`src/rtl/regulator_ch3_pkg.sv`:
```
// constants for the channel 3 configuration registers
package regulator_ch3_pkg;

  // ****************************************
  // register offsets and reset values
  // ****************************************
  localparam logic [7:0] TARGET_OFFSET     = 8'h0e;
  localparam logic [7:0] ENABLE_OFFSET     = 8'h0f;
  localparam logic [7:0] RAMP_OFFSET       = 8'h10;
  localparam logic [7:0] TARGET_RESET      = 8'h00;
  localparam logic [7:0] ENABLE_RESET      = 8'h00;
  localparam logic [7:0] RAMP_RESET        = 8'h00;
  localparam logic [7:0] ENABLE_WRITE_MASK = 8'h0f;
  localparam logic [7:0] RAMP_WRITE_MASK   = 8'h3f;

  // ****************************************
  // field positions
  // ****************************************
  localparam int DISCHARGE_BIT    = 3;
  localparam int ENSEL_MSB        = 2;
  localparam int ENSEL_LSB        = 0;
  localparam int ENSEL_FORCED_BIT = 2;
  localparam int ENSEL_ON_BIT     = 1;
  localparam int SLEW_SELECT_BIT  = 5;
  localparam int LATENCY_BIT      = 4;
  localparam int RISE_SLEW_LSB    = 0;
  localparam int CHANNEL_COUNT    = 4;
  localparam int CH3_INDEX        = 3;

  // ****************************************
  // voltage decode, units of 0.1 mV
  // ****************************************
  localparam logic [15:0] BASE_TENTH_MV   = 16'h1388;
  localparam logic [15:0] COARSE_STEP     = 16'h00fa;
  localparam logic [15:0] FINE_STEP       = 16'h007d;
  localparam logic [7:0]  MAX_COARSE_CODE = 8'hc8;

  // ****************************************
  // slew rates in mV/us
  // ****************************************
  localparam logic [3:0] SLOW_RISE_RATE = 4'h2;
  localparam logic [3:0] NORMAL_RATE    = 4'h5;
  localparam logic [3:0] FAST_RATE      = 4'ha;

  // ****************************************
  // ramp latency timing
  // ****************************************
  localparam int REF_CLK_MHZ          = 50;
  localparam int LONG_LATENCY_US      = 100;
  localparam int SHORT_LATENCY_US     = 10;
  localparam int LONG_LATENCY_CYCLES  = LONG_LATENCY_US * REF_CLK_MHZ;
  localparam int SHORT_LATENCY_CYCLES = SHORT_LATENCY_US * REF_CLK_MHZ;
  localparam int LATENCY_COUNT_WIDTH  = 16;

  typedef enum logic [0:0] {
    RAMP_IDLE,
    RAMP_WAIT
  } ramp_state_t;

endpackage

```
`src/rtl/ch3_output_control.sv`:
```
// channel 3 voltage, enable and discharge decode
`timescale 1ns/1ps
`default_nettype none

module ch3_output_control (
  // clock and reset
  input  wire logic        ref_clk_in,
  input  wire logic        reset_in,
  // configuration fields
  input  wire logic [7:0]  ch3_target_code_in,
  input  wire logic        ch3_fine_step_select_in,
  input  wire logic        ch3_discharge_enable_in,
  input  wire logic [2:0]  ch3_enable_select_in,
  input  wire logic [3:0]  power_sequencer_slot_in,
  // decoded outputs
  output logic [15:0]      ch3_voltage_out,
  output logic             ch3_code_reserved_out,
  output logic             ch3_enabled_out,
  output logic             ch3_discharge_resistor_on_out
);

  logic [15:0] step_d;
  logic [15:0] voltage_d;
  logic        enabled_d;

  // ****************************************
  // decode
  // ****************************************
  always_comb begin
    step_d = ch3_fine_step_select_in ? regulator_ch3_pkg::FINE_STEP : regulator_ch3_pkg::COARSE_STEP;
    voltage_d = 16'(regulator_ch3_pkg::BASE_TENTH_MV + 16'(step_d * {8'h00, ch3_target_code_in}));
    if (ch3_enable_select_in[regulator_ch3_pkg::ENSEL_FORCED_BIT]) begin
      enabled_d = ch3_enable_select_in[regulator_ch3_pkg::ENSEL_ON_BIT];
    end else begin
      enabled_d = power_sequencer_slot_in[ch3_enable_select_in[1:0]];
    end
  end

  // ****************************************
  // registered outputs
  // ****************************************
  always_ff @(posedge ref_clk_in) begin
    if (reset_in) begin
      ch3_voltage_out               <= regulator_ch3_pkg::BASE_TENTH_MV;
      ch3_code_reserved_out         <= 1'b0;
      ch3_enabled_out               <= 1'b0;
      ch3_discharge_resistor_on_out <= 1'b0;
    end else begin
      ch3_voltage_out               <= voltage_d;
      ch3_code_reserved_out         <= !ch3_fine_step_select_in
                                       && (ch3_target_code_in > regulator_ch3_pkg::MAX_COARSE_CODE);
      ch3_enabled_out               <= enabled_d;
      ch3_discharge_resistor_on_out <= ch3_discharge_enable_in && !enabled_d;
    end
  end

endmodule
`default_nettype wire

```
`src/rtl/regulator_ch3_config_regs.sv`:
```
// channel 3 configuration and ramp slew control registers
//
// Function
// - with fine step clear the target code means 0.5 V plus 25 mV per step, up to 5.5 V at 0xc8.
// - with fine step set the target code means 0.5 V plus 12.5 mV per step, up to 3.6875 V.
// - with discharge enable clear a disabled channel 3 output is left undriven.
// - with discharge enable set a disabled channel 3 switches its discharge resistor to power ground.
// - enable select codes 0 to 3 tie channel 3 to power sequencer slots 0 to 3.
// - enable select codes 4 and 5 force channel 3 off, codes 6 and 7 force it on.
// - slew select bit 5 picks a fast ramp of 5 mV/us when clear and 10 mV/us when set.
// - latency mode bit 4 cuts ramp start delay from about 100 us to about 10 us, ignored when rise slew is clear.
// - each rise slew bit gives 2 mV/us when clear and the slew select rate when set.
`timescale 1ns/1ps
`default_nettype none

module regulator_ch3_config_regs #(
  parameter int LONG_LATENCY_CYCLES = regulator_ch3_pkg::LONG_LATENCY_CYCLES
) (
  // clock and reset
  input  wire logic        ref_clk_in,
  input  wire logic        reset_in,
  // register port
  input  wire logic        reg_write_in,
  input  wire logic        reg_read_in,
  input  wire logic [7:0]  reg_addr_in,
  input  wire logic [7:0]  reg_wdata_in,
  output logic [7:0]       reg_rdata_out,
  // external controls
  input  wire logic        ch3_fine_step_select_in,
  input  wire logic [3:0]  power_sequencer_slot_in,
  // channel 3 state
  output logic [15:0]      ch3_voltage_out,
  output logic             ch3_code_reserved_out,
  output logic             ch3_enabled_out,
  output logic             ch3_discharge_resistor_on_out,
  output logic             ch3_ramp_start_out,
  // ramp settings for all channels
  output logic [15:0]      rise_slew_rate_out,
  output logic [3:0]       short_latency_out
);

  localparam int CW = regulator_ch3_pkg::LATENCY_COUNT_WIDTH;

  logic [7:0]                     target_q;
  logic [7:0]                     enable_q;
  logic [7:0]                     ramp_q;
  logic [CW-1:0]                  wait_count_q;
  regulator_ch3_pkg::ramp_state_t ramp_state_q;
  logic                           target_write;
  logic [CW-1:0]                  latency_load;

  // ****************************************
  // helpers
  // ****************************************
  function automatic logic reg_hit(input logic [7:0] addr, input logic [7:0] offset);
    reg_hit = (addr == offset);
  endfunction

  function automatic logic [3:0] rise_rate(input logic rise_bit, input logic fast_bit);
    if (!rise_bit) begin
      rise_rate = regulator_ch3_pkg::SLOW_RISE_RATE;
    end else if (fast_bit) begin
      rise_rate = regulator_ch3_pkg::FAST_RATE;
    end else begin
      rise_rate = regulator_ch3_pkg::NORMAL_RATE;
    end
  endfunction

  // ****************************************
  // register writes
  // ****************************************
  assign target_write = reg_write_in && reg_hit(reg_addr_in, regulator_ch3_pkg::TARGET_OFFSET);

  always_ff @(posedge ref_clk_in) begin
    if (reset_in) begin
      target_q <= regulator_ch3_pkg::TARGET_RESET;
    end else if (target_write) begin
      target_q <= reg_wdata_in;
    end
  end

  always_ff @(posedge ref_clk_in) begin
    if (reset_in) begin
      enable_q <= regulator_ch3_pkg::ENABLE_RESET;
    end else if (reg_write_in && reg_hit(reg_addr_in, regulator_ch3_pkg::ENABLE_OFFSET)) begin
      enable_q <= reg_wdata_in & regulator_ch3_pkg::ENABLE_WRITE_MASK;
    end
  end

  always_ff @(posedge ref_clk_in) begin
    if (reset_in) begin
      ramp_q <= regulator_ch3_pkg::RAMP_RESET;
    end else if (reg_write_in && reg_hit(reg_addr_in, regulator_ch3_pkg::RAMP_OFFSET)) begin
      ramp_q <= reg_wdata_in & regulator_ch3_pkg::RAMP_WRITE_MASK;
    end
  end

  // ****************************************
  // register reads
  // ****************************************
  always_ff @(posedge ref_clk_in) begin
    if (reset_in) begin
      reg_rdata_out <= 8'h00;
    end else if (reg_read_in) begin
      if (reg_hit(reg_addr_in, regulator_ch3_pkg::TARGET_OFFSET)) begin
        reg_rdata_out <= target_q;
      end else if (reg_hit(reg_addr_in, regulator_ch3_pkg::ENABLE_OFFSET)) begin
        reg_rdata_out <= enable_q;
      end else if (reg_hit(reg_addr_in, regulator_ch3_pkg::RAMP_OFFSET)) begin
        reg_rdata_out <= ramp_q;
      end else begin
        reg_rdata_out <= 8'h00;
      end
    end
  end

  // ****************************************
  // per channel ramp settings
  // ****************************************
  for (genvar ch = 0; ch < regulator_ch3_pkg::CHANNEL_COUNT; ch++) begin : g_channel
    always_ff @(posedge ref_clk_in) begin
      if (reset_in) begin
        rise_slew_rate_out[ch*4 +: 4] <= regulator_ch3_pkg::SLOW_RISE_RATE;
        short_latency_out[ch]         <= 1'b0;
      end else begin
        rise_slew_rate_out[ch*4 +: 4] <= rise_rate(ramp_q[regulator_ch3_pkg::RISE_SLEW_LSB + ch],
                                                   ramp_q[regulator_ch3_pkg::SLEW_SELECT_BIT]);
        short_latency_out[ch]         <= ramp_q[regulator_ch3_pkg::LATENCY_BIT]
                                         && ramp_q[regulator_ch3_pkg::RISE_SLEW_LSB + ch];
      end
    end
  end

  // ****************************************
  // channel 3 ramp start delay
  // ****************************************
  assign latency_load = (ramp_q[regulator_ch3_pkg::LATENCY_BIT]
                         && ramp_q[regulator_ch3_pkg::RISE_SLEW_LSB + regulator_ch3_pkg::CH3_INDEX])
                        ? CW'(regulator_ch3_pkg::SHORT_LATENCY_CYCLES - 1)
                        : CW'(LONG_LATENCY_CYCLES - 1);

  always_ff @(posedge ref_clk_in) begin
    if (reset_in) begin
      ramp_state_q       <= regulator_ch3_pkg::RAMP_IDLE;
      wait_count_q       <= '0;
      ch3_ramp_start_out <= 1'b0;
    end else begin
      ch3_ramp_start_out <= 1'b0;
      if (target_write) begin
        ramp_state_q <= regulator_ch3_pkg::RAMP_WAIT;
        wait_count_q <= latency_load;
      end else begin
        unique case (ramp_state_q)
          regulator_ch3_pkg::RAMP_IDLE: begin
            wait_count_q <= '0;
          end
          regulator_ch3_pkg::RAMP_WAIT: begin
            if (wait_count_q == '0) begin
              ramp_state_q       <= regulator_ch3_pkg::RAMP_IDLE;
              ch3_ramp_start_out <= 1'b1;
            end else begin
              wait_count_q <= wait_count_q - 1'b1;
            end
          end
        endcase
      end
    end
  end

  // ****************************************
  // channel 3 output control
  // ****************************************
  ch3_output_control u_ch3_output_control (
    .ref_clk_in                    (ref_clk_in),
    .reset_in                      (reset_in),
    .ch3_target_code_in            (target_q),
    .ch3_fine_step_select_in       (ch3_fine_step_select_in),
    .ch3_discharge_enable_in       (enable_q[regulator_ch3_pkg::DISCHARGE_BIT]),
    .ch3_enable_select_in          (enable_q[regulator_ch3_pkg::ENSEL_MSB:regulator_ch3_pkg::ENSEL_LSB]),
    .power_sequencer_slot_in       (power_sequencer_slot_in),
    .ch3_voltage_out               (ch3_voltage_out),
    .ch3_code_reserved_out         (ch3_code_reserved_out),
    .ch3_enabled_out               (ch3_enabled_out),
    .ch3_discharge_resistor_on_out (ch3_discharge_resistor_on_out)
  );

endmodule
`default_nettype wire

```
`config.mk`:
```
export PLATFORM = sky130hd
export DESIGN_NAME = regulator_ch3_config_regs
export DESIGN_NICKNAME = d
export VERILOG_FILES = /design/src/rtl/regulator_ch3_pkg.sv /design/src/rtl/ch3_output_control.sv /design/src/rtl/regulator_ch3_config_regs.sv
export SDC_FILE = /design/constraint.sdc
export NUM_CORES = 1
export LEC_CHECK = 0
export CAP_MARGIN = 5
export CORE_MARGIN = 2
export CORE_UTILIZATION = 55
export DETAILED_ROUTE_END_ITERATION = 12
export DONT_BUFFER_PORTS = 1
export PLACE_DENSITY = 0.74
export REMOVE_ABC_BUFFERS = 1
export SLEW_MARGIN = 5
export SYNTH_ARGS = -nofsm -noshare
export SYNTH_HDL_FRONTEND = slang
export SYNTH_HIERARCHICAL = 1
export SYNTH_SLANG_ARGS = --single-unit
```
`constraint.sdc`:
```
create_clock -name ref_clk_in -period 4.9 [get_ports ref_clk_in]
set_input_delay 0.49 -clock ref_clk_in [delete_from_list [all_inputs] [get_ports ref_clk_in]]
set_output_delay 0.49 -clock ref_clk_in [all_outputs]
set_load 0.05 [all_outputs]
```
After elaboration in Yosys (flattened, before gate mapping). Cells that the tools add are included. W data, S select, Z words.

Reduce and logical (&&, ||, !) cells: 17. Multiplexer cells: 16. $add $sub $neg: 2. Magnitude comparators: 2. Bitwise logic cells: 5. Multiply operators: 1. Equality and inequality tests: 4.

Operator list (count): $mux W16 (2); $pmux W16 S2 (1); $add A13 B16 Y16 const A (1); $eq A8 B4 Y1 const B (2); $logic_not A16 Y1 (1); $mul A16 B8 Y16 (1); $mux W8 (2); $sub A16 B1 Y16 const B (1); $mux W13 (1); $mux W6 (2); $logic_and A1 B1 Y1 (9); $eq A8 B5 Y1 const B (1); $gt A8 B8 Y1 const B (1); $reduce_or A2 Y1 (4); $mux W1 (6); $not A1 Y1 (5); $mux W4 (1); $lt A2 B3 Y1 const B (1); $ne A3 B3 Y1 const B (1); $reduce_or A3 Y1 (1); $bmux W1 S2 (1); $logic_not A1 Y1 (2).

Input port bits: 25. Flip-flop bits (word level): 83. Word-level logic and storage cells: 66.

Depth between registers and ports, before layout.
Depth after elaboration: 5. Mapped depth: 17. Gate-level depth less buffers: 17.

Modules after synthesis. Netlist, hierarchy kept.

By module, submodules not included: regulator_ch3_config_regs (cells each 262, times used 1, area each 2472.4 um2); ch3_output_control (cells each 265, times used 1, area each 2432.3 um2).

Worst setup path before layout. No wires, ideal clock.

Path kind: input to register. From: input ch3_fine_step_select_in. To: register u_ch3_output_control.ch3_voltage_out[13]. Arrival time: 4.556 ns. Setup slack: 0.221 ns. Library setup time: 0.123 ns. Path buffers: 2. Cell stages on the path: 17. Cell sequence: clkbuf_1 -> clkbuf_1 -> and2_1 -> fa_1 -> inv_1 -> fa_1 -> inv_1 -> fa_1 -> inv_1 -> fa_1 -> inv_1 -> ha_1 -> a21o_1 -> a21oi_2 -> nand2_1 -> a221oi_1 -> mux2_1.

Longest elaborated chain between the ends: 3.

RTL lines: start, declared (line regulator_ch3_config_regs.sv:29) `input wire logic ch3_fine_step_select_in,`; $mux W8 (line ch3_output_control.sv:30) `step_d = ch3_fine_step_select_in ? regulator_ch3_pkg::FINE_STEP : regulator_ch3_pkg::COARSE_STEP;`; $mul A16 B8 Y16 (line ch3_output_control.sv:31) `voltage_d = 16'(regulator_ch3_pkg::BASE_TENTH_MV + 16'(step_d * {8'h00, ch3_target_code_in}));`; $add A13 B16 Y16 (line ch3_output_control.sv:31); end signal, assigned (line ch3_output_control.sv:44) `ch3_voltage_out <= regulator_ch3_pkg::BASE_TENTH_MV;`; end signal, assigned (line ch3_output_control.sv:49) `ch3_voltage_out <= voltage_d;`; end, declared (line ch3_output_control.sv:16) `output logic [15:0] ch3_voltage_out,`.

Every way passes these cells. A chain may end at the register's enable or synchronous reset.

Worst setup path after layout.
From: register target_q[3]. To: register u_ch3_output_control.ch3_voltage_out[13].

Longest elaborated chain between the ends: 2.

RTL lines: start, declared (line regulator_ch3_config_regs.sv:44) `logic [7:0] target_q;`; start signal, assigned (line regulator_ch3_config_regs.sv:76) `target_q <= regulator_ch3_pkg::TARGET_RESET;`; start signal, assigned (line regulator_ch3_config_regs.sv:78) `target_q <= reg_wdata_in;`; $mul A16 B8 Y16 (line ch3_output_control.sv:31); $add A13 B16 Y16 (line ch3_output_control.sv:31).

Every way passes these cells.

==> results.py <==
metrics = {
    "clocking": {
        "cts_hold_buf": 0,
        "cts_tree": "built",
        "cts_resized": 0,
        "root_buffer": "clkbuf_8",
        "post_cts_buffers": 0,
        "clock_sinks": 79,
        "cts_max_path_buffers": 2,
        "htreeDepth": 3,
        "clk_pin_slew_ns": 0.09,
        "clk_latency_ns": 0.36,
        "cts_buffers": 9,
    },
    "setup_path": {
        "max_stage_delay_ns": 0.55,
        "worst_setup_path_end_kind": "register",
        "crit_chain": "inv_1, fa_1, inv_1, fa_1, inv_1, fa_1, fa_1, inv_1, ha_1, a21o_1, a21o_1, a221oi_1, mux2_1",
        "cp.arrival_ns": 4.60,
        "path_buf_inv": 4,
        "crit_required_ns": 5.15,
        "critical-path-slowest-cell": "fa_1",
        "cpLargestDelayFamily": "adder cells",
        "path_max_fanout": 8,
        "path_class": "reg2reg",
        "startpoint_type": "register",
    },
    "layout": {
        "synthToLayoutAreaGrowth_pct": 5.64,
        "nets": 616,
        "num_antenna_cells": 0,
        "drive_gt1_frac": 0.0553,
    },
    "timing": {
        "maxSlewHeadroom": 0.272,
        "drv_slew": 0,
        "setup_tns_ns": 0,
        "fin_crit_ns": 4.35,
        "setup_viol": 0,
        "finalCritPeriodShare": 0.889,
        "clock_skew_ns": 0.00573,
        "worst_pin_slew_ns": 1.09,
        "hold_violations": 0,
        "rsz0062_at_grt": "false",
        "fmax_ghz": 0.230,
    },
    "global_route": {
        "met3_usage": 0.0504,
        "grt_usage": 0.198,
        "busiest_layer": "met2",
        "grt_pass1_vias": 3419,
        "grt_max_degree": 64,
        "grt_first_pass_wirelength_um": 15600,
        "grt-ovfl-total": 0,
        "met1_usage": 0.243,
        "met2_usage": 0.336,
        "antenna_found_initial": 0,
    },
    "synthesis": {
        "synth-simple-area-share": 0.193,
        "async_reset_ff_frac": 0,
        "synth_edf_count": 0,
        "synthAdderAreaFrac": 0.231,
        "netlist.area_leader.share": 0.322,
        "syn_area_um2": 4900,
        "synthMuxAreaShare": 0.0474,
        "yosysWarnings": 6,
        "synth-main-ff-cell": "dfxtp_1",
        "ys_seq_area_frac": 0.322,
        "avgSynthCellArea_um2": 9.31,
        "yosys.area.top_type": "dfxtp_1",
        "syn_inst": 527,
        "synth_seq_cells": 79,
        "yosys.area_share.xor_xnor": 0.0301,
        "synth_compound_area_frac": 0.0974,
        "synth_cell_types": 65,
        "synth_area_leaders": "dfxtp_1, fa_1, ha_1",
        "synth_top_family_by_area": "adder cells",
    },
    "floorplanning": {
        "die_w_um": 98.4,
        "design.core.area_um2": 8680,
        "dieHeight_um": 98.4,
        "ios": 73,
        "num_rows": 34,
        "start_util": 0.565,
        "die-area_um2": 9690,
    },
    "routing": {
        "drc_errors": 0,
        "via_per_inst": 5.52,
        "antenna_left": 0,
        "vias": 3491,
        "drt_iter0_drc": 167,
        "wirelength_um": 9200,
        "drtPass1Iterations": 6,
        "routedWlPerCell_um": 14.6,
    },
    "status": {
        "status": "complete, no violations",
    },
    "pwr": {
        "power_uw": 1250,
        "powerDensity_nw_per_um2": 242,
        "p_leak_uw": 0.00244,
        "vdd_ir_drop_max_v": 0.000145,
    },
    "flow_run": {
        "drv_cap": 0,
    },
    "placed_design": {
        "place_congestion": 0.850,
        "io_buffers": 0,
        "dp_hpwl_um": 7190,
    },
    "worst_hold_path": {
        "hold_path.class": "in2reg",
    },
}
## metrics by stage
stage / hold slack, ns / utilization / instance area (um2) / instances / worst slack (ns)
after floorplan: 0.401 / - / 4810 / 508 / 0.601
after global routing: 0.180 / 0.597 / 5180 / 632 / 0.297
after CTS: 0.184 / 0.597 / 5180 / 632 / 0.520
after global placement: 0.445 / 0.570 / 4940 / 616 / 0.476
final: 0.196 / 0.597 / 5180 / 632 / 0.546
after detailed placement: 0.449 / 0.570 / 4940 / 616 / 0.440
## cells in the final DEF, fill, tap and decap left out, types with 6 or more instances in the layout
cell type,count
dfxtp_1,79
inv_1,75
nor2_1,48
ha_1,41
fa_1,31
nand2_1,24
o21ai_0,22
mux2i_1,21
a21oi_1,16
nor3b_1,14
and2_1,11
nand2b_1,10
nor2b_1,9
clkbuf_8,9
and3_1,8
xor2_1,8
nand3_1,7
xnor2_1,7
a21o_1,6
## cell families (layout without fill, tap and decap cells)
logic type | Yosys count | count (layout)
AND/OR/NAND/NOR | 167 | 167
AO/OA/AOI/OAI | 74 | 74
flip-flops | 79 | 79
adder cells (fa/ha/maj) | 72 | 72
other | 1 | 2
multiplexers | 23 | 23
XOR/XNOR | 16 | 16
buffers and inverters | 95 | 91
## path summary, 6_finish.rpt
path                                                          to  cells after the start  slack, ns                      from
min reg2reg                     rise_slew_rate_out[5]$_SDFF_PP1_                      1       0.47    ramp_q[1]$_SDFFE_PP0P_
min          u_ch3_output_control/ch3_voltage_out[14]$_SDFF_PP0_                      1       0.20                  reset_in
max          u_ch3_output_control/ch3_voltage_out[13]$_SDFF_PP0_                     13       0.55  target_q[3]$_SDFFE_PP0P_
max reg2reg  u_ch3_output_control/ch3_voltage_out[13]$_SDFF_PP0_                     13       0.55  target_q[3]$_SDFFE_PP0P_
## state kept, by name (all words and copies together), names as in the netlist, 4 cells and up
| register | flops |
|---|---|
| short_latency_out | 4 |
| u_ch3_output_control/ch3_voltage_out | 16 |
| ramp_q | 6 |
| enable_q | 4 |
| target_q | 8 |
| reg_rdata_out | 8 |
| rise_slew_rate_out | 12 |
| wait_count_q | 16 |
## cells in the mapped netlist (6+ instances only)
cell type  count
dfxtp_1       79
inv_1         75
nor2_1        48
ha_1          41
fa_1          31
nand2_1       24
o21ai_0       22
mux2i_1       21
a21oi_1       16
nor3b_1       14
clkbuf_1      12
and2_1        11
nand2b_1      10
nor2b_1        9
and3_1         8
xor2_1         8
nand3_1        7
xnor2_1        7
a21o_1         6
## layer usage
metal / vias up / wire length [um]
met2: 85 / 4690
met1: 1659 / 3900
met3: 18 / 417
met5: - / 0
li1: 1729 / -
met4: 0 / 196
## layout make-up
cell class	instances	area, um2
inverters	75	282
flip-flops and latches	79	1580
well taps	108	135
fillers	764	3500
clock inverters	7	113
multi-input cells	354	2950
clock buffers	9	124
## report_power, final
group | switching, uW | total [uW] | internal [uW]
sequential | 16.9 | 663 | 646
combinational | 11.3 | 22.8 | 11.5
clock | 270 | 568 | 298
No activity file was read; power rests on OpenSTA's default activity.
